[src/rtl/adc_seq_pkg.sv]
package adc_seq_pkg;

  localparam int CLK_MHZ = 20;
  localparam int RES_BITS = 10;
  localparam int MAX_CLOCKS = 16;
  localparam int SAMPLE_START_FALL = 3;
  localparam int SAMPLE_END_FALL = 10;
  localparam int FIFO_DEPTH = 32;

  // Select must hold this long before a change is believed; rounded up.
  localparam int SEL_FILT_NS = 1425;
  localparam int SEL_FILT_CYC = (SEL_FILT_NS * CLK_MHZ + 999) / 1000;

  // Conversion budget; rounded down, split over the bit decisions plus margin.
  localparam int CONV_NS = 21000;
  localparam int CONV_CYC = (CONV_NS * CLK_MHZ) / 1000;
  localparam int STEP_CYC = CONV_CYC / (RES_BITS + 1);

  localparam logic [9:0] CODE_FULL = 10'h3FF;
  localparam logic [9:0] CODE_ZERO = 10'h000;
  localparam logic [9:0] RESULT_RESET = 10'h000;

  typedef enum logic [1:0] {ST_IDLE, ST_ACCESS, ST_CONVERT, ST_STORE} seq_state_t;

  // Agreed level of a three-stage synchroniser: moves only when stages two and three match.
  function automatic logic agree(input logic s2, input logic s3, input logic cur);
    agree = (s2 == s3) ? s3 : cur;
  endfunction : agree

endpackage : adc_seq_pkg

[src/rtl/serial_adc_conversion_sequencer.sv]
`timescale 1ns/1ps
module serial_adc_conversion_sequencer (
  // Clocking
  input wire logic clk,
  input wire logic rst_n,
  input wire logic ce,
  // Host serial pins
  input wire logic sel_n,
  input wire logic sclk,
  output logic dout,
  output logic dout_oe,
  // Analog front end
  output logic sample_en,
  output logic [adc_seq_pkg::RES_BITS-1:0] dac_trial,
  input wire logic cmp_high,
  input wire logic above_ref,
  input wire logic below_ref,
  // Result stream
  output logic res_valid,
  input wire logic res_ready,
  output logic [adc_seq_pkg::RES_BITS-1:0] res_data,
  // Status
  output logic busy
);
  import adc_seq_pkg::*;

  ////////////////////////////////////////////////////////////////////////////////
  // Pin synchronisers.

  logic sel_s1, sel_s2, sel_s3, sel_agree;
  logic sck_s1, sck_s2, sck_s3, sck_agree;
  logic next_sel_agree, next_sck_agree;

  always_comb begin
    next_sel_agree = agree(sel_s2, sel_s3, sel_agree);
    next_sck_agree = agree(sck_s2, sck_s3, sck_agree);
  end

  // Select resets deselected and the shift clock low, their idle levels, so no false edge follows reset.
  always_ff @(posedge clk or negedge rst_n) begin
    if (!rst_n) begin
      sel_s1 <= 1'b1;
      sel_s2 <= 1'b1;
      sel_s3 <= 1'b1;
      sel_agree <= 1'b1;
      sck_s1 <= 1'b0;
      sck_s2 <= 1'b0;
      sck_s3 <= 1'b0;
      sck_agree <= 1'b0;
    end else if (ce) begin
      sel_s1 <= sel_n;
      sel_s2 <= sel_s1;
      sel_s3 <= sel_s2;
      sel_agree <= next_sel_agree;
      sck_s1 <= sclk;
      sck_s2 <= sck_s1;
      sck_s3 <= sck_s2;
      sck_agree <= next_sck_agree;
    end
  end

  ////////////////////////////////////////////////////////////////////////////////
  // Select noise filter.

  logic sel_filt, next_sel_filt;
  logic [5:0] filt_cnt, next_filt_cnt;
  logic accept_fall, accept_rise, sck_fall;

  always_comb begin
    next_sel_filt = sel_filt;
    next_filt_cnt = '0;
    accept_fall = 1'b0;
    accept_rise = 1'b0;
    if (sel_agree != sel_filt) begin
      if (filt_cnt == 6'(SEL_FILT_CYC - 1)) begin
        next_sel_filt = sel_agree;
        accept_fall = !sel_agree;
        accept_rise = sel_agree;
      end else begin
        next_filt_cnt = filt_cnt + 6'h01;
      end
    end
    // The shift clock only counts while the filtered select is low.
    sck_fall = !sel_filt && sck_agree && !next_sck_agree;
  end

  always_ff @(posedge clk or negedge rst_n) begin
    if (!rst_n) begin
      sel_filt <= 1'b1;
      filt_cnt <= '0;
    end else if (ce) begin
      sel_filt <= next_sel_filt;
      filt_cnt <= next_filt_cnt;
    end
  end

  ////////////////////////////////////////////////////////////////////////////////
  // Sequencer: access and sampling, bit decisions, result store.

  seq_state_t state, next_state;
  logic [4:0] fall_cnt, next_fall_cnt;
  logic [RES_BITS-1:0] sar, next_sar;
  logic [3:0] bit_idx, next_bit_idx;
  logic [8:0] step_cnt, next_step_cnt;
  logic [RES_BITS-1:0] result, next_result;
  logic [RES_BITS-1:0] shift, next_shift;
  logic fifo_in_valid, fifo_in_ready;
  logic [RES_BITS-1:0] clamped;

  always_comb begin
    next_state = state;
    next_fall_cnt = fall_cnt;
    next_sar = sar;
    next_bit_idx = bit_idx;
    next_step_cnt = step_cnt;
    next_result = result;
    next_shift = shift;
    fifo_in_valid = 1'b0;
    clamped = above_ref ? CODE_FULL : (below_ref ? CODE_ZERO : sar);
    if (accept_fall) begin
      // A believed select fall restarts from scratch and drops any conversion in flight.
      next_state = ST_ACCESS;
      next_fall_cnt = '0;
      next_sar = '0;
      next_step_cnt = '0;
    end else begin
      case (state)
        ST_IDLE: begin
          next_state = ST_IDLE;
        end
        ST_ACCESS: begin
          if (accept_rise) begin
            // Too few clocks: no conversion starts.
            next_state = ST_IDLE;
          end else if (sck_fall && fall_cnt < 5'(MAX_CLOCKS)) begin
            next_fall_cnt = fall_cnt + 5'h01;
            next_shift = {shift[RES_BITS-2:0], 1'b0};
            if (next_fall_cnt == 5'(SAMPLE_END_FALL)) begin
              next_state = ST_CONVERT;
              next_bit_idx = 4'(RES_BITS - 1);
              next_sar = CODE_ZERO;
              next_sar[RES_BITS-1] = 1'b1;
              next_step_cnt = '0;
            end
          end
        end
        ST_CONVERT: begin
          // Clocks after the tenth are not looked at here.
          if (step_cnt == 9'(STEP_CYC - 1)) begin
            next_step_cnt = '0;
            next_sar[bit_idx] = cmp_high;
            if (bit_idx == 4'h0) begin
              next_state = ST_STORE;
            end else begin
              next_bit_idx = bit_idx - 4'h1;
              next_sar[bit_idx - 4'h1] = 1'b1;
            end
          end else begin
            next_step_cnt = step_cnt + 9'h001;
          end
        end
        ST_STORE: begin
          // A full result stream stalls here; drain it to keep within the conversion budget.
          fifo_in_valid = 1'b1;
          if (fifo_in_ready) begin
            next_result = clamped;
            next_state = ST_IDLE;
          end
        end
        default: begin
          next_state = ST_IDLE;
        end
      endcase
    end
    // Outside an access the shifter mirrors the result, so the MSB is ready when select drops.
    if (next_state != ST_ACCESS) begin
      next_shift = next_result;
    end
  end

  always_ff @(posedge clk or negedge rst_n) begin
    if (!rst_n) begin
      state <= ST_IDLE;
      fall_cnt <= '0;
      sar <= '0;
      bit_idx <= '0;
      step_cnt <= '0;
      result <= RESULT_RESET;
      shift <= RESULT_RESET;
    end else if (ce) begin
      state <= next_state;
      fall_cnt <= next_fall_cnt;
      sar <= next_sar;
      bit_idx <= next_bit_idx;
      step_cnt <= next_step_cnt;
      result <= next_result;
      shift <= next_shift;
    end
  end

  ////////////////////////////////////////////////////////////////////////////////
  // Outputs.

  // The driver follows the synchronised select, not the filtered one, to meet the enable time.
  assign dout_oe = !sel_agree;
  assign dout = shift[RES_BITS-1];
  assign sample_en = (state == ST_ACCESS) && (fall_cnt >= 5'(SAMPLE_START_FALL));
  assign dac_trial = sar;
  assign busy = (state == ST_CONVERT) || (state == ST_STORE);

  sample_fifo #(
    .WIDTH(RES_BITS),
    .DEPTH(FIFO_DEPTH)
  ) u_fifo (
    .clk(clk),
    .rst_n(rst_n),
    .ce(ce),
    .in_valid(fifo_in_valid),
    .in_ready(fifo_in_ready),
    .in_data(clamped),
    .out_valid(res_valid),
    .out_ready(res_ready),
    .out_data(res_data)
  );

endmodule : serial_adc_conversion_sequencer

[src/rtl/sample_fifo.sv]
`timescale 1ns/1ps
module sample_fifo #(
  parameter int WIDTH = 10,
  parameter int DEPTH = 32
) (
  // Clocking
  input wire logic clk,
  input wire logic rst_n,
  input wire logic ce,
  // Fill side
  input wire logic in_valid,
  output logic in_ready,
  input wire logic [WIDTH-1:0] in_data,
  // Drain side
  output logic out_valid,
  input wire logic out_ready,
  output logic [WIDTH-1:0] out_data
);

  localparam int AW = $clog2(DEPTH);

  logic [WIDTH-1:0] mem [DEPTH];
  logic [AW-1:0] wr_ptr, rd_ptr, next_wr_ptr, next_rd_ptr;
  logic [AW:0] count, next_count;
  logic push, pop;

  assign in_ready = (count != (AW+1)'(DEPTH));
  assign out_valid = (count != '0);
  assign out_data = mem[rd_ptr];

  always_comb begin
    push = in_valid && in_ready;
    pop = out_valid && out_ready;
    next_wr_ptr = push ? ((wr_ptr == AW'(DEPTH - 1)) ? '0 : wr_ptr + AW'(1)) : wr_ptr;
    next_rd_ptr = pop ? ((rd_ptr == AW'(DEPTH - 1)) ? '0 : rd_ptr + AW'(1)) : rd_ptr;
    next_count = count + (AW+1)'(push) - (AW+1)'(pop);
  end

  always_ff @(posedge clk or negedge rst_n) begin
    if (!rst_n) begin
      wr_ptr <= '0;
      rd_ptr <= '0;
      count <= '0;
    end else if (ce) begin
      wr_ptr <= next_wr_ptr;
      rd_ptr <= next_rd_ptr;
      count <= next_count;
    end
  end

  // Storage has no reset; out_data is only meaningful while out_valid is high.
  always_ff @(posedge clk) begin
    if (ce && push) begin
      mem[wr_ptr] <= in_data;
    end
  end

endmodule : sample_fifo

[config.mk]
export PLATFORM = sky130hd
export DESIGN_NAME = serial_adc_conversion_sequencer
export DESIGN_NICKNAME = d
export VERILOG_FILES = /design/src/rtl/adc_seq_pkg.sv /design/src/rtl/serial_adc_conversion_sequencer.sv /design/src/rtl/sample_fifo.sv
export SDC_FILE = /design/constraint.sdc
export NUM_CORES = 1
export LEC_CHECK = 0
export CORE_MARGIN = 3
export CORE_UTILIZATION = 55
export DETAILED_ROUTE_END_ITERATION = 8
export DONT_BUFFER_PORTS = 1
export MAX_ROUTING_LAYER = met4
export PLACE_DENSITY = 0.75
export SETUP_SLACK_MARGIN = 0.02
export SYNTH_ARGS = -nofsm -noshare
export SYNTH_HDL_FRONTEND = slang
export SYNTH_SLANG_ARGS = --single-unit
export TNS_END_PERCENT = 5
[constraint.sdc]
create_clock -name clk -period 3.3 [get_ports clk]
set_input_delay 0.66 -clock clk [delete_from_list [all_inputs] [get_ports clk]]
set_output_delay 0.66 -clock clk [all_outputs]
set_load 0.005 [all_outputs]
## Yosys cells after proc, flatten, opt, wreduce, memory -nomap -nowiden

Memories as Yosys holds them, arrays and structs flattened.
Cells that the tools add are included.

| cells by class | value |
|---|---|
| bitwise gates (word level) | 2 |
| multiplexer cells | 59 |
| magnitude comparators | 6 |
| reductions and logical operators | 31 |
| equality and inequality tests | 25 |
| $add $sub $neg | 8 |

Operators by type and width:

| cell | number |
|---|---|
| 2-to-1 mux 10 bit | 16 |
| 2-to-1 mux 9 bit | 5 |
| 2-to-1 mux 5 bit | 6 |
| 2-to-1 mux 4 bit | 5 |
| one-hot mux 10 bit (2 select lines) | 1 |
| one-hot mux 9 bit (2 select lines) | 1 |
| adder 5 x 1 -> 5 bit, second input constant | 3 |
| 2-to-1 mux 2 bit | 7 |
| 2-to-1 mux 6 bit | 2 |
| != test 2 bit, second input constant | 6 |
| != test 3 bit, second input constant | 4 |
| 2-to-1 mux 1 bit | 11 |
| bitwise mux 10 bit | 1 |
| == test 5 bit, second input constant | 2 |
| less-than comparator 4 x 5 -> 1 bit, second input constant | 2 |
| OR 10 bit | 1 |
| AND reduction 5 bit | 2 |
| nonzero test 2 bit | 5 |
| adder 9 x 1 -> 9 bit, second input constant | 1 |
| == test 9 x 6 -> 1 bit, second input constant | 1 |
| logical AND 1 bit | 9 |
| demux 1 bit (select 4 bit) | 2 |
| >= comparator 4 x 1 -> 1 bit, second input constant | 2 |
| one-hot mux 2 bit (4 select lines) | 1 |
| 27 further kinds | 35 |

| word-level totals | value |
|---|---|
| bits of input ports | 9 |
| bits in registers | 81 |
| memories kept | 1 |
| output and inout bits | 25 |
| logic and storage cells | 152 |
| bits in writable memories | 320 |

Memory list:

| memory | words | width | rd ports | clocked after Yosys merged registers in | wr ports | RTL line | source |
|---|---|---|---|---|---|---|---|
| u_fifo.mem | 32 | 10 | 1 | 0 | 1 | sample_fifo.sv:22 | `logic [WIDTH-1:0] mem [DEPTH];` |

## Longest topological paths before layout

| logic depth | value |
|---|---|
| depth in word-level cells | 12 |
| gate-level depth with buffers | 16 |
| mapped depth without buffers | 15 |

## Cells and area by module

A second synthesis with hierarchy kept.

| second synthesis, totals | value |
|---|---|
| cells, all modules | 1153 |
| area, all modules | 17407.9 um2 |

By module, submodules not included:

| module | cells an instance | instances | area each (um2) | seq. area each (um2) |
|---|---|---|---|---|
| sample_fifo | 740 | 1 | 13494.2 | 10009.6 |
| serial_adc_conversion_sequencer | 413 | 1 | 3913.8 | 1632.8 |

## Least setup slack after synthesis

No wires, ideal clock.

| timing | value |
|---|---|
| path type | flip-flop to flip-flop |
| from | reg filt_cnt[0] |
| to | reg u_fifo.count[4] |
| library setup time | 0.132 ns |
| cell stages (with the launch flop) | 17 |
| slack | 0.533 ns |
| period minus slack after synthesis | 2.767 ns |
| arrival | 2.636 ns |
| cells stage by stage | dfrtp_1 -> inv_1 -> ha_1 -> nor2b_1 -> and4_1 -> buf_4 -> nor2_1 -> buf_2 -> ha_1 -> inv_1 -> fa_1 -> inv_1 -> a21oi_1 -> nor2_1 -> o21ai_0 -> nand3_1 -> o21ai_0 |

| on the way | value |
|---|---|
| cells in the longest elaborated chain, start to end | 7 |

Ends and longest elaborated chain:

| element | RTL line | source |
|---|---|---|
| from (decl) | serial_adc_conversion_sequencer.sv:66 | `logic [5:0] filt_cnt, next_filt_cnt;` |
| from (signal assigned) | serial_adc_conversion_sequencer.sv:93 | `filt_cnt <= next_filt_cnt;` |
| == test 6 x 5 -> 1 bit | serial_adc_conversion_sequencer.sv:75 | `if (filt_cnt == 6'(SEL_FILT_CYC - 1)) begin` |
| 2-to-1 mux 1 bit | serial_adc_conversion_sequencer.sv:75 |  |
| 2-to-1 mux 1 bit | serial_adc_conversion_sequencer.sv:74 | `if (sel_agree != sel_filt) begin` |
| 2-to-1 mux 1 bit | serial_adc_conversion_sequencer.sv:120 | `if (accept_fall) begin` |
| logical AND 1 bit | sample_fifo.sv:32 | `push = in_valid && in_ready;` |
| adder 6 x 1 -> 6 bit | sample_fifo.sv:36 | `next_count = count + (AW+1)'(push) - (AW+1)'(pop);` |
| subtractor 6 x 1 -> 6 bit | sample_fifo.sv:36 |  |
| to (signal assigned) | sample_fifo.sv:47 | `count <= next_count;` |
| to (decl) | sample_fifo.sv:24 | `logic [AW:0] count, next_count;` |

No other way between the ends.
A chain may end at the register's enable or synchronous reset.

## Worst setup path in the final report

| timing | value |
|---|---|
| from | reg u_fifo.rd_ptr[0] |
| to | out res_data[0] (netlist bit) |

| on the way | value |
|---|---|
| cells in the longest elaborated chain, start to end | 1 |

Ends and longest elaborated chain:

| element | RTL line | source |
|---|---|---|
| from (decl) | sample_fifo.sv:23 | `logic [AW-1:0] wr_ptr, rd_ptr, next_wr_ptr, next_rd_ptr;` |
| from (signal assigned) | sample_fifo.sv:46 | `rd_ptr <= next_rd_ptr;` |
| memory read (32 x 10 bit) | -- |  |
| to (decl) | serial_adc_conversion_sequencer.sv:21 | `output logic [adc_seq_pkg::RES_BITS-1:0] res_data,` |

No other way between the ends.

==> results.sh <==
export IMPL_portBuffers=0
export IMPL_grt_max_degree=82
export IMPL_drive_gt1_share_pct=24.5
export IMPL_hold_violations=3
export IMPL_cp_data_arrival_time_ns=2.72
export IMPL_maxSlewHeadroom_pct=31.8
export IMPL_cp_num_cells=5
export IMPL_grt_pass1_vias=9472
export IMPL_synth_cell_type_count=65
export IMPL_insertion_delay_ns=0.55
export IMPL_worstPathCellList="buf_8, clkbuf_16, mux4_2, mux4_2, mux2_4"
export IMPL_path_class="reg2out"
export IMPL_seq_area_frac_synth_pct=67.7
export IMPL_min_path_type="in2async"
export IMPL_cts_tree="built"
export IMPL_cp_buffers_inverters=2
export IMPL_final_cells=1532
export IMPL_post_route_drc_count=0
export IMPL_p_leak_uw=0.00694
export IMPL_fin_worst_skew_ns=0.0182
export IMPL_grt_usage_pct=22.9
export IMPL_ioPinCount=34
export IMPL_nets=1146
export IMPL_synth_area_leader_cell="edfxtp_1"
export IMPL_h_tree_depth=2
export IMPL_area_growth_syn_to_layout_pct=14.1
export IMPL_via_per_inst=6.18
export IMPL_wirelength_um=37500
export IMPL_fp_dieW_um=183
export IMPL_cp_start_kind="flop"
export IMPL_fin_crit_sh_pct=102
export IMPL_hold_slack_ns=-0.0238
export IMPL_finalSetupViolCount=10
export IMPL_yosys_warnings=0
export IMPL_antenna_cells=0
export IMPL_swShare_pct=26.0
export IMPL_synth_ff_latch_count=401
export IMPL_cap_violations=0
export IMPL_synth_area_um2=17200
export IMPL_globalplace_congestion=0.881
export IMPL_crit_top_cell="mux4_2"
export IMPL_synth_flop_cell="edfxtp_1"
export IMPL_synth_area_leaders="edfxtp_1, mux4_2, dfrtp_1"
export IMPL_fin_area_um2=19600
export IMPL_syn_inst=1042
export IMPL_fp_coreArea_um2=30700
export IMPL_worst_pin_slew_ns=1.02
export IMPL_ys_async_sr_fraction_pct=20.2
export IMPL_status="complete, but fails checks"
export IMPL_p_int_uw=9780
export IMPL_combPwrFrac_pct=20.3
export IMPL_ant_nets=0
export IMPL_vdd_drop_max_mv=0.505
export IMPL_fin_ws_ns=-0.0796
export IMPL_die_h_um=183
export IMPL_final_cell_mix="edfxtp_1, mux4_2, nand2_1, nor2_1, dfrtp_1"
export IMPL_cp_top_family="multiplexers"
export IMPL_grt_pass1_wl_um=56200
export IMPL_reg2regPathDepth=14
export IMPL_root_buffer="clkbuf_16"
export IMPL_nFillCells=2093
export IMPL_critPathMaxStageDelay_ns=0.56
export IMPL_p_per_area_nw_per_um2=672
export IMPL_overflow=0
export IMPL_seqPwrFrac_pct=44.7
export IMPL_fmaxAchievable_mhz=296
export IMPL_cts_inserted_buffers=40
export IMPL_final_max_slew_viol_count=0
export IMPL_p_sw_uw=3430
export IMPL_cts_sinks=401
export IMPL_critPathMaxFanout=7
export IMPL_failed_checks="hold timing, setup timing"
export IMPL_placed_cell_area_um2=18000
export IMPL_start_util_pct=55.9
export IMPL_die_area_um2=33400
export IMPL_clock_power_share_pct=35.0
export IMPL_end_kind="output pin"
export IMPL_antenna_found_initial=0
export IMPL_rsz0062_at_grt="true"
export IMPL_syn_nets=1083
export IMPL_drt_iter0_drc=939
export IMPL_cp_required_ns=2.64
export IMPL_first_pass_iters=5
export IMPL_dp_cells=1448
export IMPL_vias=9462
export IMPL_wire_per_inst_um=24.5
export IMPL_synth_edf_count=320
export IMPL_period_minus_slack_ns=3.38
export IMPL_rows=64
export IMPL_layout_commonest_cell="edfxtp_1"
export IMPL_postSynthAreaPerCell_um2=16.5
export IMPL_fin_util_pct=63.9
export IMPL_slowest_stage="mux4_2"
export IMPL_cts_buffer_depth=3
export IMPL_synth_top_area_share_pct=55.9
export IMPL_clk_pin_slew_ns=0.06
export IMPL_dp_hpwl_um=22400
[cell type report]
class | count | area [µm²] | area share, %
sequential | 401 | 11600 | 59.3
multi-input combinational | 564 | 5280 | 26.9
clock buffer | 49 | 1100 | 5.61
timing repair buffer | 70 | 753 | 3.84
tap | 396 | 495 | 2.52
clock inverter | 24 | 256 | 1.31
inverter | 28 | 105 | 0.535
[kinds of logic (layout without fill, tap and decap cells)]
kind of cell / Yosys count / after routing / synth area share [%]
AO/OA/AOI/OAI: 143 / 143 / 5.49
XOR/XNOR: 5 / 5 / 0.255
adder cells (fa/ha/maj): 32 / 32 / 2.37
buffers and inverters: 77 / 171 / 1.84
flip-flops: 401 / 401 / 67.7
multiplexers: 138 / 138 / 15.4
AND/OR/NAND/NOR: 246 / 246 / 6.94
[state kept, by name, indices dropped and copies added, names as in the netlist]
signal,count
bit_idx,4
dac_trial,10
sck_s3,1
u_fifo.mem,320
fall_cnt,5
sel_s2,1
sel_s3,1
sel_filt,1
sck_s2,1
shift,10
state,2
u_fifo.rd_ptr,5
u_fifo.count,6
result,10
sck_s1,1
filt_cnt,6
sck_agree,1
sel_s1,1
u_fifo.wr_ptr,5
step_cnt,9
sel_agree,1
[per-stage QoR]
step	setup TNS [ns]	total power, µW	worst slack (ns)
4_1_cts	-0.824	13200	-0.0949
3_3_place_gp	0	8410	0.463
3_5_place_dp	0	8470	0.441
6_report	-0.643	13200	-0.0796
2_1_floorplan	0	7730	0.533
5_1_grt	-1.16	13700	-0.124
[per-layer routing]
metal / track usage, % / share of wire, %
met5: - / 0
met4: 7.04 / 2.6
met3: 5.26 / 9.1
met2: 34.7 / 48
met1: 31.6 / 40
[worst reg2reg max path: stages, from the launching register on]
cell and delay [ns]:
dfrtp_1 0.40, inv_1 0.10, ha_1 0.14, nor2b_1 0.29, and4_1 0.50, nor2_1 0.13, ha_1 0.21, inv_1 0.07
fa_1 0.20, inv_1 0.05, a21oi_1 0.13, nor2_1 0.06, or3_1 0.30, nand3_1 0.08, o21ai_0 0.07
[synthesized netlist by cell type, types with 12 or more instances]
library cell and number:
edfxtp_1 320, mux4_2 100, nand2_1 84, nor2_1 77, dfrtp_1 76, o21ai_0 44
ha_1 31, a21oi_1 30, clkbuf_1 30, inv_1 27, mux2i_1 20, mux2_2 18
o22a_1 18, nand3_1 16, buf_2 13, and3_1 12, nand2b_1 12, o31ai_1 12
[power groups by stage]
stage | clock (µW) | combinational (µW) | sequential [µW]
5_1_grt | 4910 | 2890 | 5930
2_1_floorplan | 0 | 1880 | 5840
3_5_place_dp | 0 | 2470 | 6000
3_3_place_gp | 0 | 2410 | 5990
4_1_cts | 4710 | 2560 | 5900
6_report | 4620 | 2670 | 5900
[worst paths after layout]
kind	start	end	slack [ns]
min in group clk	ce	state[0]$_DFFE_PN0P_	0.20
setup reg to reg	filt_cnt[0]$_DFFE_PN0P_	u_fifo.count[4]$_DFFE_PN0P_	0.45
hold reg to reg	result[0]$_DFFE_PN0P_	result[0]$_DFFE_PN0P_	0.48
hold / removal	rst_n	bit_idx[3]$_DFFE_PN0P_	-0.02
max in group asynchronous	rst_n	u_fifo.rd_ptr[1]$_DFFE_PN0P_	2.90
setup / recovery	u_fifo.rd_ptr[0]$_DFFE_PN0P_	res_data[0]	-0.08
[timing repair]
action	4_1_cts	5_1_grt
endpoints found under the setup margin	10	10
buffers inserted	0	2
gates resized for setup	7	8
hold endpoints to repair	81	0
hold buffers	1	0
cloned	0	8
No activity file was read; power rests on OpenSTA's default activity.
